==> src/logic/pig_irq_map.vh <==
`ifndef PIG_IRQ_MAP_VH
`define PIG_IRQ_MAP_VH

// ****************************************************************
// Register byte addresses
// ****************************************************************
`define PIG_ADDR_W          12
`define PIG_ADDR_CTRL       12'h000
`define PIG_ADDR_EN1        12'h004
`define PIG_ADDR_EN2        12'h008
`define PIG_ADDR_EN3        12'h00C
`define PIG_ADDR_FLG3       12'h010
`define PIG_ADDR_STAT       12'h014

// ****************************************************************
// Reset values and implemented-bit masks
// ****************************************************************
`define PIG_RST_CTRL        2'h0
`define PIG_RST_EN          8'h00
`define PIG_RST_FLG3        5'h00
`define PIG_MASK_EN1        8'h7F
`define PIG_MASK_EN2        8'h95
`define PIG_MASK_EN3        8'h1F
`define PIG_ZERO_DATA       32'h00000000

// ****************************************************************
// Field positions
// ****************************************************************
`define PIG_CTRL_PRIO_BIT   0
`define PIG_CTRL_GIE_BIT    1
`define PIG_EN1_CONV_BIT    6
`define PIG_EN1_SRX_BIT     5
`define PIG_EN1_STX_BIT     4
`define PIG_EN1_SSP_BIT     3
`define PIG_EN1_CC1_BIT     2
`define PIG_EN1_TMB_BIT     1
`define PIG_EN1_TMA_BIT     0
`define PIG_EN1_TOP_BIT     7
`define PIG_EN2_CLKF_BIT    7
`define PIG_EN2_NVM_BIT     4
`define PIG_EN2_LVD_BIT     2
`define PIG_EN2_CC2_BIT     0
`define PIG_F3_PWMB_BIT     4
`define PIG_F3_CAP3_BIT     3
`define PIG_F3_CAP2_BIT     2
`define PIG_F3_CAP1_BIT     1
`define PIG_F3_TME_BIT      0
`define PIG_FLG3_W          5
`define PIG_STAT_REQ_BIT    0
`define PIG_STAT_GATE_BIT   1
`define PIG_STAT_P1_LSB     8
`define PIG_STAT_P2_LSB     16
`define PIG_STAT_P3_LSB     24

`endif

==> src/logic/pig_sticky_flags.v <==
`timescale 1ns/1ps
`default_nettype none
`include "pig_irq_map.vh"

// ****************************************************************
// Software-cleared request flags, event set wins over a write
// ****************************************************************
module pig_sticky_flags
(
  input  wire                    pclk,
  input  wire                    presetn,
  input  wire                    wr_en,
  input  wire [`PIG_FLG3_W-1:0]  wr_data,
  input  wire [`PIG_FLG3_W-1:0]  set_evt,
  output wire [`PIG_FLG3_W-1:0]  flags
);

  reg  [`PIG_FLG3_W-1:0] flag_r;
  wire [`PIG_FLG3_W-1:0] flag_nxt;

  genvar gi;
  generate
    for (gi = 0; gi < `PIG_FLG3_W; gi = gi + 1)
    begin : g_flag
      // Only an event or software changes a flag
      assign flag_nxt[gi] = set_evt[gi] | (wr_en ? wr_data[gi] : flag_r[gi]); // [RULE_11]
    end
  endgenerate

  always @(posedge pclk or negedge presetn)
  begin
    if (!presetn)
    begin
      flag_r <= `PIG_RST_FLG3;
    end
    else
    begin
      flag_r <= flag_nxt;
    end
  end

  assign flags = flag_r;

endmodule // pig_sticky_flags

`default_nettype wire

==> src/logic/pig_irq_gate.v <==
// How it works
// RULE_01: Without priority mode, nothing reaches the core unless the global peripheral enable is set.
// RULE_02: Three enable registers, one enable bit per peripheral source.
// RULE_03: Enable-1 bit 6 gates the converter-complete request.
// RULE_04: Enable-1 bit 5 gates the serial receive request.
// RULE_05: Enable-1 bit 4 gates the serial transmit request.
// RULE_06: Enable-1 bit 3 gates the synchronous serial port request.
// RULE_07: Enable-1 bit 2 gates the first capture/compare unit request.
// RULE_08: Enable-1 bit 1 gates the second timer period-match request.
// RULE_09: Enable-1 bit 0 gates the first timer overflow request.
// RULE_10: Enable-1 bit 7 ignores writes and reads as zero.
// RULE_11: Flag-3 bits stay set until software clears them.
// RULE_12: Request goes out when any enabled flag is set, after global gating.
`timescale 1ns/1ps
`default_nettype none
`include "pig_irq_map.vh"

module pig_irq_gate
(
  input  wire                    pclk,
  input  wire                    presetn,
  input  wire                    psel,
  input  wire                    penable,
  input  wire                    pwrite,
  input  wire [`PIG_ADDR_W-1:0]  paddr,
  input  wire [31:0]             pwdata,
  output wire [31:0]             prdata,
  output wire                    pready,
  output wire                    pslverr,
  input  wire [6:0]              src1_req,
  input  wire [7:0]              src2_req,
  input  wire [4:0]              flag3_set,
  output wire [4:0]              flag3_state,
  output wire                    periph_irq_req
);

  // ****************************************************************
  // Address decoding
  // ****************************************************************
  function addr_is;
    input [`PIG_ADDR_W-1:0] a;
    input [`PIG_ADDR_W-1:0] target;
    begin
      addr_is = (a == target);
    end
  endfunction

  function addr_mapped;
    input [`PIG_ADDR_W-1:0] a;
    begin
      addr_mapped = addr_is(a, `PIG_ADDR_CTRL) |
                    addr_is(a, `PIG_ADDR_EN1)  |
                    addr_is(a, `PIG_ADDR_EN2)  |
                    addr_is(a, `PIG_ADDR_EN3)  |
                    addr_is(a, `PIG_ADDR_FLG3) |
                    addr_is(a, `PIG_ADDR_STAT);
    end
  endfunction

  // ****************************************************************
  // Bus phases
  // ****************************************************************
  wire setup_ph;
  wire wr_acc;
  wire wr_ctrl;
  wire wr_en1;
  wire wr_en2;
  wire wr_en3;
  wire wr_flg3;

  assign setup_ph = psel & ~penable;
  // Status is read-only: a write to it is dropped
  // Writes land only on the completing access edge
  assign wr_acc   = psel & penable & pready & pwrite & addr_mapped(paddr);
  assign wr_ctrl  = wr_acc & addr_is(paddr, `PIG_ADDR_CTRL);
  assign wr_en1   = wr_acc & addr_is(paddr, `PIG_ADDR_EN1);
  assign wr_en2   = wr_acc & addr_is(paddr, `PIG_ADDR_EN2);
  assign wr_en3   = wr_acc & addr_is(paddr, `PIG_ADDR_EN3);
  assign wr_flg3  = wr_acc & addr_is(paddr, `PIG_ADDR_FLG3);

  // Zero wait states
  assign pready = 1'b1;

  // ****************************************************************
  // Control register: priority mode and global peripheral enable
  // ****************************************************************
  reg  [1:0] ctrl_r;
  wire [1:0] ctrl_nxt;

  assign ctrl_nxt = wr_ctrl ? pwdata[1:0] : ctrl_r;

  always @(posedge pclk or negedge presetn)
  begin
    if (!presetn)
    begin
      ctrl_r <= `PIG_RST_CTRL;
    end
    else
    begin
      ctrl_r <= ctrl_nxt;
    end
  end

  wire priority_mode_enable;
  wire periph_global_irq_enable;

  assign priority_mode_enable     = ctrl_r[`PIG_CTRL_PRIO_BIT];
  assign periph_global_irq_enable = ctrl_r[`PIG_CTRL_GIE_BIT];

  // ****************************************************************
  // Enable registers
  // ****************************************************************
  reg  [7:0] en1_r;
  reg  [7:0] en2_r;
  reg  [7:0] en3_r;
  wire [7:0] en1_nxt;
  wire [7:0] en2_nxt;
  wire [7:0] en3_nxt;

  // Unimplemented top bit never stores
  assign en1_nxt = wr_en1 ? (pwdata[7:0] & `PIG_MASK_EN1) : en1_r; // [RULE_10]
  assign en2_nxt = wr_en2 ? (pwdata[7:0] & `PIG_MASK_EN2) : en2_r; // [RULE_02]
  assign en3_nxt = wr_en3 ? (pwdata[7:0] & `PIG_MASK_EN3) : en3_r; // [RULE_02]

  always @(posedge pclk or negedge presetn)
  begin
    if (!presetn)
    begin
      en1_r <= `PIG_RST_EN;
      en2_r <= `PIG_RST_EN;
      en3_r <= `PIG_RST_EN;
    end
    else
    begin
      en1_r <= en1_nxt; // [RULE_02]
      en2_r <= en2_nxt;
      en3_r <= en3_nxt;
    end
  end

  wire peripheral_irq_enable_1_top;
  wire converter_irq_enable;
  wire serial_rx_irq_enable;
  wire serial_tx_irq_enable;
  wire sync_serial_irq_enable;
  wire capcmp_unit1_irq_enable;
  wire timer_b_match_irq_enable;
  wire timer_a_overflow_irq_enable;

  assign peripheral_irq_enable_1_top = en1_r[`PIG_EN1_TOP_BIT];
  assign converter_irq_enable        = en1_r[`PIG_EN1_CONV_BIT];
  assign serial_rx_irq_enable        = en1_r[`PIG_EN1_SRX_BIT];
  assign serial_tx_irq_enable        = en1_r[`PIG_EN1_STX_BIT];
  assign sync_serial_irq_enable      = en1_r[`PIG_EN1_SSP_BIT];
  assign capcmp_unit1_irq_enable     = en1_r[`PIG_EN1_CC1_BIT];
  assign timer_b_match_irq_enable    = en1_r[`PIG_EN1_TMB_BIT];
  assign timer_a_overflow_irq_enable = en1_r[`PIG_EN1_TMA_BIT];

  // ****************************************************************
  // Enable-2 and enable-3 fields
  // ****************************************************************
  // Enable-2 bits 6, 5, 3 and 1 never store
  wire clock_fail_irq_enable;
  wire nvm_write_irq_enable;
  wire low_volt_irq_enable;
  wire capcmp_unit2_irq_enable;

  assign clock_fail_irq_enable   = en2_r[`PIG_EN2_CLKF_BIT];
  assign nvm_write_irq_enable    = en2_r[`PIG_EN2_NVM_BIT];
  assign low_volt_irq_enable     = en2_r[`PIG_EN2_LVD_BIT];
  assign capcmp_unit2_irq_enable = en2_r[`PIG_EN2_CC2_BIT];

  wire pwm_base_irq_enable;
  wire capture3_dir_irq_enable;
  wire capture2_pos_irq_enable;
  wire capture1_vel_irq_enable;
  wire timer_e_match_irq_enable;

  assign pwm_base_irq_enable      = en3_r[`PIG_F3_PWMB_BIT];
  assign capture3_dir_irq_enable  = en3_r[`PIG_F3_CAP3_BIT];
  assign capture2_pos_irq_enable  = en3_r[`PIG_F3_CAP2_BIT];
  assign capture1_vel_irq_enable  = en3_r[`PIG_F3_CAP1_BIT];
  assign timer_e_match_irq_enable = en3_r[`PIG_F3_TME_BIT];

  // ****************************************************************
  // Third request-flag register
  // ****************************************************************
  wire [4:0] flg3;

  pig_sticky_flags u_flags3 // [RULE_11]
  (
    .pclk    (pclk),
    .presetn (presetn),
    .wr_en   (wr_flg3),
    .wr_data (pwdata[4:0]),
    .set_evt (flag3_set),
    .flags   (flg3)
  );

  wire pwm_timebase_flag;
  wire capture3_direction_flag;
  wire capture2_or_position_flag;
  wire capture1_velocity_flag;
  wire timer_e_match_flag;

  assign pwm_timebase_flag         = flg3[`PIG_F3_PWMB_BIT];
  assign capture3_direction_flag   = flg3[`PIG_F3_CAP3_BIT];
  assign capture2_or_position_flag = flg3[`PIG_F3_CAP2_BIT];
  assign capture1_velocity_flag    = flg3[`PIG_F3_CAP1_BIT];
  assign timer_e_match_flag        = flg3[`PIG_F3_TME_BIT];
  assign flag3_state               = flg3;

  // ****************************************************************
  // Per-source gating
  // ****************************************************************
  wire [6:0] pend1;
  wire [7:0] pend2;
  wire [4:0] pend3;

  assign pend1[6] = src1_req[6] & converter_irq_enable;        // [RULE_03]
  assign pend1[5] = src1_req[5] & serial_rx_irq_enable;        // [RULE_04]
  assign pend1[4] = src1_req[4] & serial_tx_irq_enable;        // [RULE_05]
  assign pend1[3] = src1_req[3] & sync_serial_irq_enable;      // [RULE_06]
  assign pend1[2] = src1_req[2] & capcmp_unit1_irq_enable;     // [RULE_07]
  assign pend1[1] = src1_req[1] & timer_b_match_irq_enable;    // [RULE_08]
  assign pend1[0] = src1_req[0] & timer_a_overflow_irq_enable; // [RULE_09]

  // Unimplemented enable-2 bits hold zero, so they never pend
  assign pend2[7]   = src2_req[7] & clock_fail_irq_enable;   // [RULE_02]
  assign pend2[6:5] = src2_req[6:5] & en2_r[6:5];
  assign pend2[4]   = src2_req[4] & nvm_write_irq_enable;    // [RULE_02]
  assign pend2[3]   = src2_req[3] & en2_r[3];
  assign pend2[2]   = src2_req[2] & low_volt_irq_enable;     // [RULE_02]
  assign pend2[1]   = src2_req[1] & en2_r[1];
  assign pend2[0]   = src2_req[0] & capcmp_unit2_irq_enable; // [RULE_02]

  // Flag-3 requests stay pending until software clears them
  assign pend3[4] = pwm_timebase_flag & pwm_base_irq_enable;             // [RULE_12]
  assign pend3[3] = capture3_direction_flag & capture3_dir_irq_enable;   // [RULE_12]
  assign pend3[2] = capture2_or_position_flag & capture2_pos_irq_enable; // [RULE_12]
  assign pend3[1] = capture1_velocity_flag & capture1_vel_irq_enable;    // [RULE_12]
  assign pend3[0] = timer_e_match_flag & timer_e_match_irq_enable;       // [RULE_12]

  // ****************************************************************
  // Request to the core
  // ****************************************************************
  wire any_pend;
  wire gate_open;
  reg  irq_req_r;
  wire irq_req_nxt;

  assign any_pend    = (|pend1) | (|pend2) | (|pend3); // [RULE_12]
  // Priority mode hands gating to the core's priority logic
  assign gate_open   = priority_mode_enable | periph_global_irq_enable; // [RULE_01]
  assign irq_req_nxt = any_pend & gate_open; // [RULE_12]

  always @(posedge pclk or negedge presetn)
  begin
    if (!presetn)
    begin
      irq_req_r <= 1'b0;
    end
    else
    begin
      irq_req_r <= irq_req_nxt;
    end
  end

  assign periph_irq_req = irq_req_r;

  // ****************************************************************
  // Read data, captured in the setup cycle
  // ****************************************************************
  reg  [31:0] rd_nxt;
  reg  [31:0] prdata_r;
  reg         pslverr_r;
  wire        err_nxt;

  // A flag change between setup and access is not seen
  always @*
  begin
    rd_nxt = `PIG_ZERO_DATA;
    case (paddr)
      `PIG_ADDR_CTRL:
      begin
        rd_nxt[1:0] = ctrl_r;
      end
      `PIG_ADDR_EN1:
      begin
        rd_nxt[6:0] = en1_r[6:0];
        rd_nxt[`PIG_EN1_TOP_BIT] = 1'b0; // [RULE_10]
      end
      `PIG_ADDR_EN2:
      begin
        rd_nxt[7:0] = en2_r;
      end
      `PIG_ADDR_EN3:
      begin
        rd_nxt[7:0] = en3_r;
      end
      `PIG_ADDR_FLG3:
      begin
        rd_nxt[4:0] = flg3;
      end
      `PIG_ADDR_STAT:
      begin
        rd_nxt[`PIG_STAT_REQ_BIT]            = irq_req_r;
        rd_nxt[`PIG_STAT_GATE_BIT]           = gate_open;
        rd_nxt[`PIG_STAT_P1_LSB+6:`PIG_STAT_P1_LSB] = pend1;
        rd_nxt[`PIG_STAT_P2_LSB+7:`PIG_STAT_P2_LSB] = pend2;
        rd_nxt[`PIG_STAT_P3_LSB+4:`PIG_STAT_P3_LSB] = pend3;
      end
      default:
      begin
        rd_nxt = `PIG_ZERO_DATA;
      end
    endcase
  end

  assign err_nxt = ~addr_mapped(paddr);

  always @(posedge pclk or negedge presetn)
  begin
    if (!presetn)
    begin
      prdata_r  <= `PIG_ZERO_DATA;
      pslverr_r <= 1'b0;
    end
    else if (setup_ph)
    begin
      prdata_r  <= pwrite ? `PIG_ZERO_DATA : rd_nxt;
      pslverr_r <= err_nxt;
    end
  end

  assign prdata  = prdata_r;
  assign pslverr = pslverr_r & psel & penable;

endmodule // pig_irq_gate

`default_nettype wire

==> config.mk <==
export PLATFORM = sky130hd
export DESIGN_NAME = pig_irq_gate
export DESIGN_NICKNAME = d
export VERILOG_FILES = /design/src/logic/pig_sticky_flags.v /design/src/logic/pig_irq_gate.v
export VERILOG_INCLUDE_DIRS = /design/src /design/src/logic
export SDC_FILE = /design/constraint.sdc
export NUM_CORES = 1
export LEC_CHECK = 0
export BUFFER_PORTS_ARGS = -buffer_cell sky130_fd_sc_hd__buf_2
export CAP_MARGIN = 40
export CORE_ASPECT_RATIO = 1.2
export CORE_UTILIZATION = 42
export DETAILED_ROUTE_END_ITERATION = 8
export PLACE_DENSITY_LB_ADDON = 0.08
export SKIP_CTS_REPAIR_TIMING = 1
export SYNTH_ARGS = -nofsm -noshare
export SYNTH_HDL_FRONTEND = slang
export SYNTH_HIERARCHICAL = 1
export SYNTH_SLANG_ARGS = --single-unit
==> constraint.sdc <==
create_clock -name pclk -period 1.1 [get_ports pclk]
set_input_delay 0.11 -clock pclk [delete_from_list [all_inputs] [get_ports pclk]]
set_output_delay 0.11 -clock pclk [all_outputs]
set_load 0.01 [all_outputs]
Word level (Yosys, flattened, before mapping)
Cells that the tools add are included.
- register bits: 57
- input bits: 69
- output and inout bits: 40
- logic and storage cells: 71
- equal/unequal tests: 5
- muxes and demuxes: 11
- bitwise logic cells: 43
- reduce and logical (&&, ||, !) cells: 4
- operators by type and width (cell ; number):
    two-way mux 29 bit ; 1
    bitwise AND 1 bit ; 28
    equality test 12 x 4 -> 1 bit, second input constant ; 2
    equality test 12 x 5 -> 1 bit, second input constant ; 2
    two-way mux 13 bit ; 1
    OR 1 bit ; 13
    equality test 12 x 3 -> 1 bit, second input constant ; 1
    zero test 12 bit ; 1
    case mux 2 bit (6 select lines) ; 1
    case mux 3 bit (4 select lines) ; 1
    two-way mux 7 bit ; 1
    OR reduction 7 bit ; 1
    case mux 3 bit (2 select lines) ; 1
    two-way mux 1 bit ; 5
    OR reduction 5 bit ; 1
    OR reduction 4 bit ; 1
    NOT 1 bit ; 2

Longest topological paths before layout
- word-level depth: 10
- depth in mapped cells: 6
- depth with buffers taken out: 5

By module
Netlist, hierarchy kept.
- by module, submodules not included (module ; instances ; cells each ; area each (sq um) ; sequential area each (sq um)):
    pig_irq_gate ; 1 ; 198 ; 2115.8 ; 1101.1
    pig_sticky_flags ; 1 ; 16 ; 224.0 ; 125.1

Worst setup path before layout
Ideal clock, no wire load.
- path kind: input to register
- from: in paddr[0]
- to: reg prdata_r[26] (netlist: prdata[26])
- library setup time: 76 ps
- arrival: 1803 ps
- required time: 1024 ps
- slack: -779 ps
- stages on the path: 5
- buffers on the path: 1
- cells stage by stage: or4_4 or4_4 or3_4 buf_6 o21ai_1
- word-level cells in the longest chain between the ends: 3
- ends and longest elaborated chain (item ; line ; RTL):
    start, declared ; pig_irq_gate.v:25 ; input wire [`PIG_ADDR_W-1:0] paddr,
    equality test 12 x 5 -> 1 bit ; pig_irq_gate.v:283 ; case (paddr)
    two-way mux 13 bit ; pig_irq_gate.v:283 ;
    two-way mux 29 bit ; pig_irq_gate.v:331 ; prdata_r <= pwrite ? `PIG_ZERO_DATA : rd_nxt;
    end signal, assigned ; pig_irq_gate.v:326 ; prdata_r <= `PIG_ZERO_DATA;
    end signal, assigned ; pig_irq_gate.v:331 ;
    end, declared ; pig_irq_gate.v:275 ; reg [31:0] prdata_r;
Every way passes these cells.
A chain may end at the register's enable or synchronous reset.

Worst setup path in the final report
- from: in paddr[9]
- to: reg prdata_r[27] (netlist: prdata[27])
Same word-level chain as after synthesis.

==> flow_summary.yaml <==
job:
  drv_cap: 0
drt:
  dr.pass1.iters: 4
  drt_iter0_markers: 68
  vias_per_cell: 4.97
  ant_nets: 0
  routedWlPerCell_um: 15.2
  route.detailed.drc: 0
  drt_wl_total_um: 6100
  route.vias.total: 1996
power:
  combPwrFrac_pct: 9.8
  p_int_w: 0.00271
  p_clk_share_pct: 38.7
  p_switching_w: 0.000803
  peakVddDrop_mv: 1.01
  power_leakage_nw: 1.78
  p_seq_share_pct: 51.5
  p_per_area_nw_per_um2: 1010
  swShare_pct: 22.9
floorplan:
  start_util_pct: 43.9
  core_um2: 5330
  die-area_um2: 5870
  num_rows: 29
  die_y_um: 83.8
  num_io_pins: 109
  die_w_um: 70.1
global_routing:
  grt_pass1_vias: 1920
  grt_max_degree: 38
  grtUsageTotal_pct: 20.2
  overflow: 0
  grt_pass1_wl_um: 9120
  antenna_found_initial: 0
timing:
  setup_tns_ns: -21.92
  rsz0062_at_grt: "true"
  hold_violations: 1
  worst_slack_ns: -0.590
  finalCritPeriodShare_pct: 154
  fmax_mhz: 592
  fin_crit_ns: 1.69
  skew_ns: 0.00867
  finalMaxSlewViolations: 0
  setup_violations: 49
  timing.hold.ws_ns: -0.00508
synth:
  yosysMostFrequentCell: "dfrtp_1"
  netlist_instances: 214
  ys_types: 40
  synth_ff_type: "dfrtp_1"
  synth_seq_area_share_pct: 52.4
  synth_fa_ha_area_share_pct: 0
  synth_top_family_by_area: "simple AND/OR/NAND/NOR gates"
  synth_xor_area_share_pct: 0.374
  synthTopCellsByArea: "dfrtp_1, mux2_2, nand2_1"
  synth_edf_count: 0
  post_synth_instance_area_um2: 2340
  yosys.area.top_type_share_pct: 52.4
  synthArstFlopShare_pct: 100
  synth-seq-cells: 49
  yosys.area_share.simple_pct: 17.9
  yosys-top-cells-count: "dfrtp_1, nand2_1, mux2_2"
  avgSynthCellArea_um2: 10.9
  synth_compound_area_share_pct: 12.1
  synth_mux_area_share_pct: 11.8
  synth_top_area_cell: "dfrtp_1"
  yosys_warnings: 6
setup_path:
  slowest_stage: "or4_4"
  slowest_delay_ns: 0.55
  critPathMostFrequentCell: "or4_4"
  criticalPathCategory: "in2reg"
  crit_arrival_ns: 1.93
  crit_path_end_kind: "flip-flop"
  r2r_slack_ns: -0.13
  crit_required_ns: 1.34
  startpoint_type: "input pin"
  worstPathMaxFanout: 8
  crit_chain: "buf_6 > or4_4 > or4_4 > or3_4 > o21ai_2"
placed_design:
  dp_hpwl_um: 4510
  io_buffers: 71
  placed_area_um2: 3090
  pre_cts_ws_ns: -0.954
  gp_congestion: 0.789
clock_tree:
  htreeDepth: 2
  cts_buffer_depth: 2
  clk_pin_slew_worst_paths_ns: 0.09
  cts.sinks: 49
  cts_buffers: 5
  clock-root-buffer: "clkbuf_8"
  cts_tree: "built"
  clk-insertion-delay-late_ns: 0.31
finish:
  synthToLayoutAreaGrowth_pct: 47.9
  final_nets: 408
  final_util_pct: 64.9
  drive_gt1_share_pct: 54.4
  fin_area_um2: 3460
  diodes: 0
outcome:
  outcome: "complete, but fails checks"
  violations: "hold timing, setup timing"
worst_hold_path:
  hold_class: "in2reg"
[power groups by stage]
stage          clock [W]  combinational, W  sequential, W
6_report         0.00136          0.000344        0.00181
5_1_grt          0.00143          0.000378        0.00181
4_1_cts          0.00136          0.000304        0.00181
3_5_place_dp           0          0.000303        0.00184
3_3_place_gp           0          0.000300        0.00184
2_1_floorplan          0          0.000122        0.00184
[final timing paths]
check,start,endpoint,depth (start not counted)
setup / recovery,paddr[9],prdata[27],5
hold / removal,flag3_set[0],u_flags3/flags[0],2
setup reg to reg,en2_r[0],periph_irq_req,4
hold reg to reg,prdata[20],prdata[20],2
max in group asynchronous,presetn,pslverr_r,3
min in group asynchronous,presetn,prdata[12],2
[sequential cells by signal (all words and copies together), names as in the netlist]
register and flops:
en1_r 7, pslverr_r 1, en3_r 5, prdata 24, u_flags3/flags 5, en2_r 4, ctrl_r 2, periph_irq_req 1
[worst max-delay path, delay by kind of cell]
kind                   cells  cell delay (ns)
buffers and inverters      1             0.09
AND/OR/NAND/NOR            3             1.57
AO/OA/AOI/OAI              1             0.16
[layer usage]
metal | vias to the layer above | GRT usage (%) | wire, um
met5 | - | 0 | 0
met4 | 0 | 5.45 | 62
met3 | 6 | 3.50 | 178
met2 | 42 | 34.7 | 3160
met1 | 957 | 26.1 | 2700
li1 | 991 | - | -
[logic make-up (layout without fill, tap and decap cells)]
family                    Yosys count  count (layout)
buffers and inverters              18             136
muxes                              24              24
and+or+nand+nor                    81              82
DFF                                49              49
AOI/OAI and AO/OA                  39              39
other                               2               9
xor gates and xnor gates            1               1
[cell type report]
cell class	count	area, um^2
inverter	1	3.75
timing repair buffer	127	882
tap	62	77.6
fill	453	1870
clock inverter	2	37.5
sequential	49	1230
multi-input combinational	155	1150
clock buffer	6	82.6
[through the flow]
step / cells / total power (W)
2_1_floorplan: 221 / 0.00197
3_3_place_gp: 384 / 0.00214
3_5_place_dp: 384 / 0.00215
4_1_cts: 392 / 0.00347
5_1_grt: 402 / 0.00362
6_report: 402 / 0.00351
[layout by cell type, fill, tap and decap left out, types with 4 or more instances in the layout]
cell type	n
a211o_1	5
buf_12	4
buf_2	67
buf_4	42
buf_6	9
clkbuf_8	6
conb_1	9
dfrtp_1	49
dlygate4sd3_1	5
mux2_2	17
mux2i_1	5
nand2_1	38
nand3_1	4
nor2_1	5
nor2b_1	4
o21ai_2	15
No activity file was read; power rests on OpenSTA's default activity.
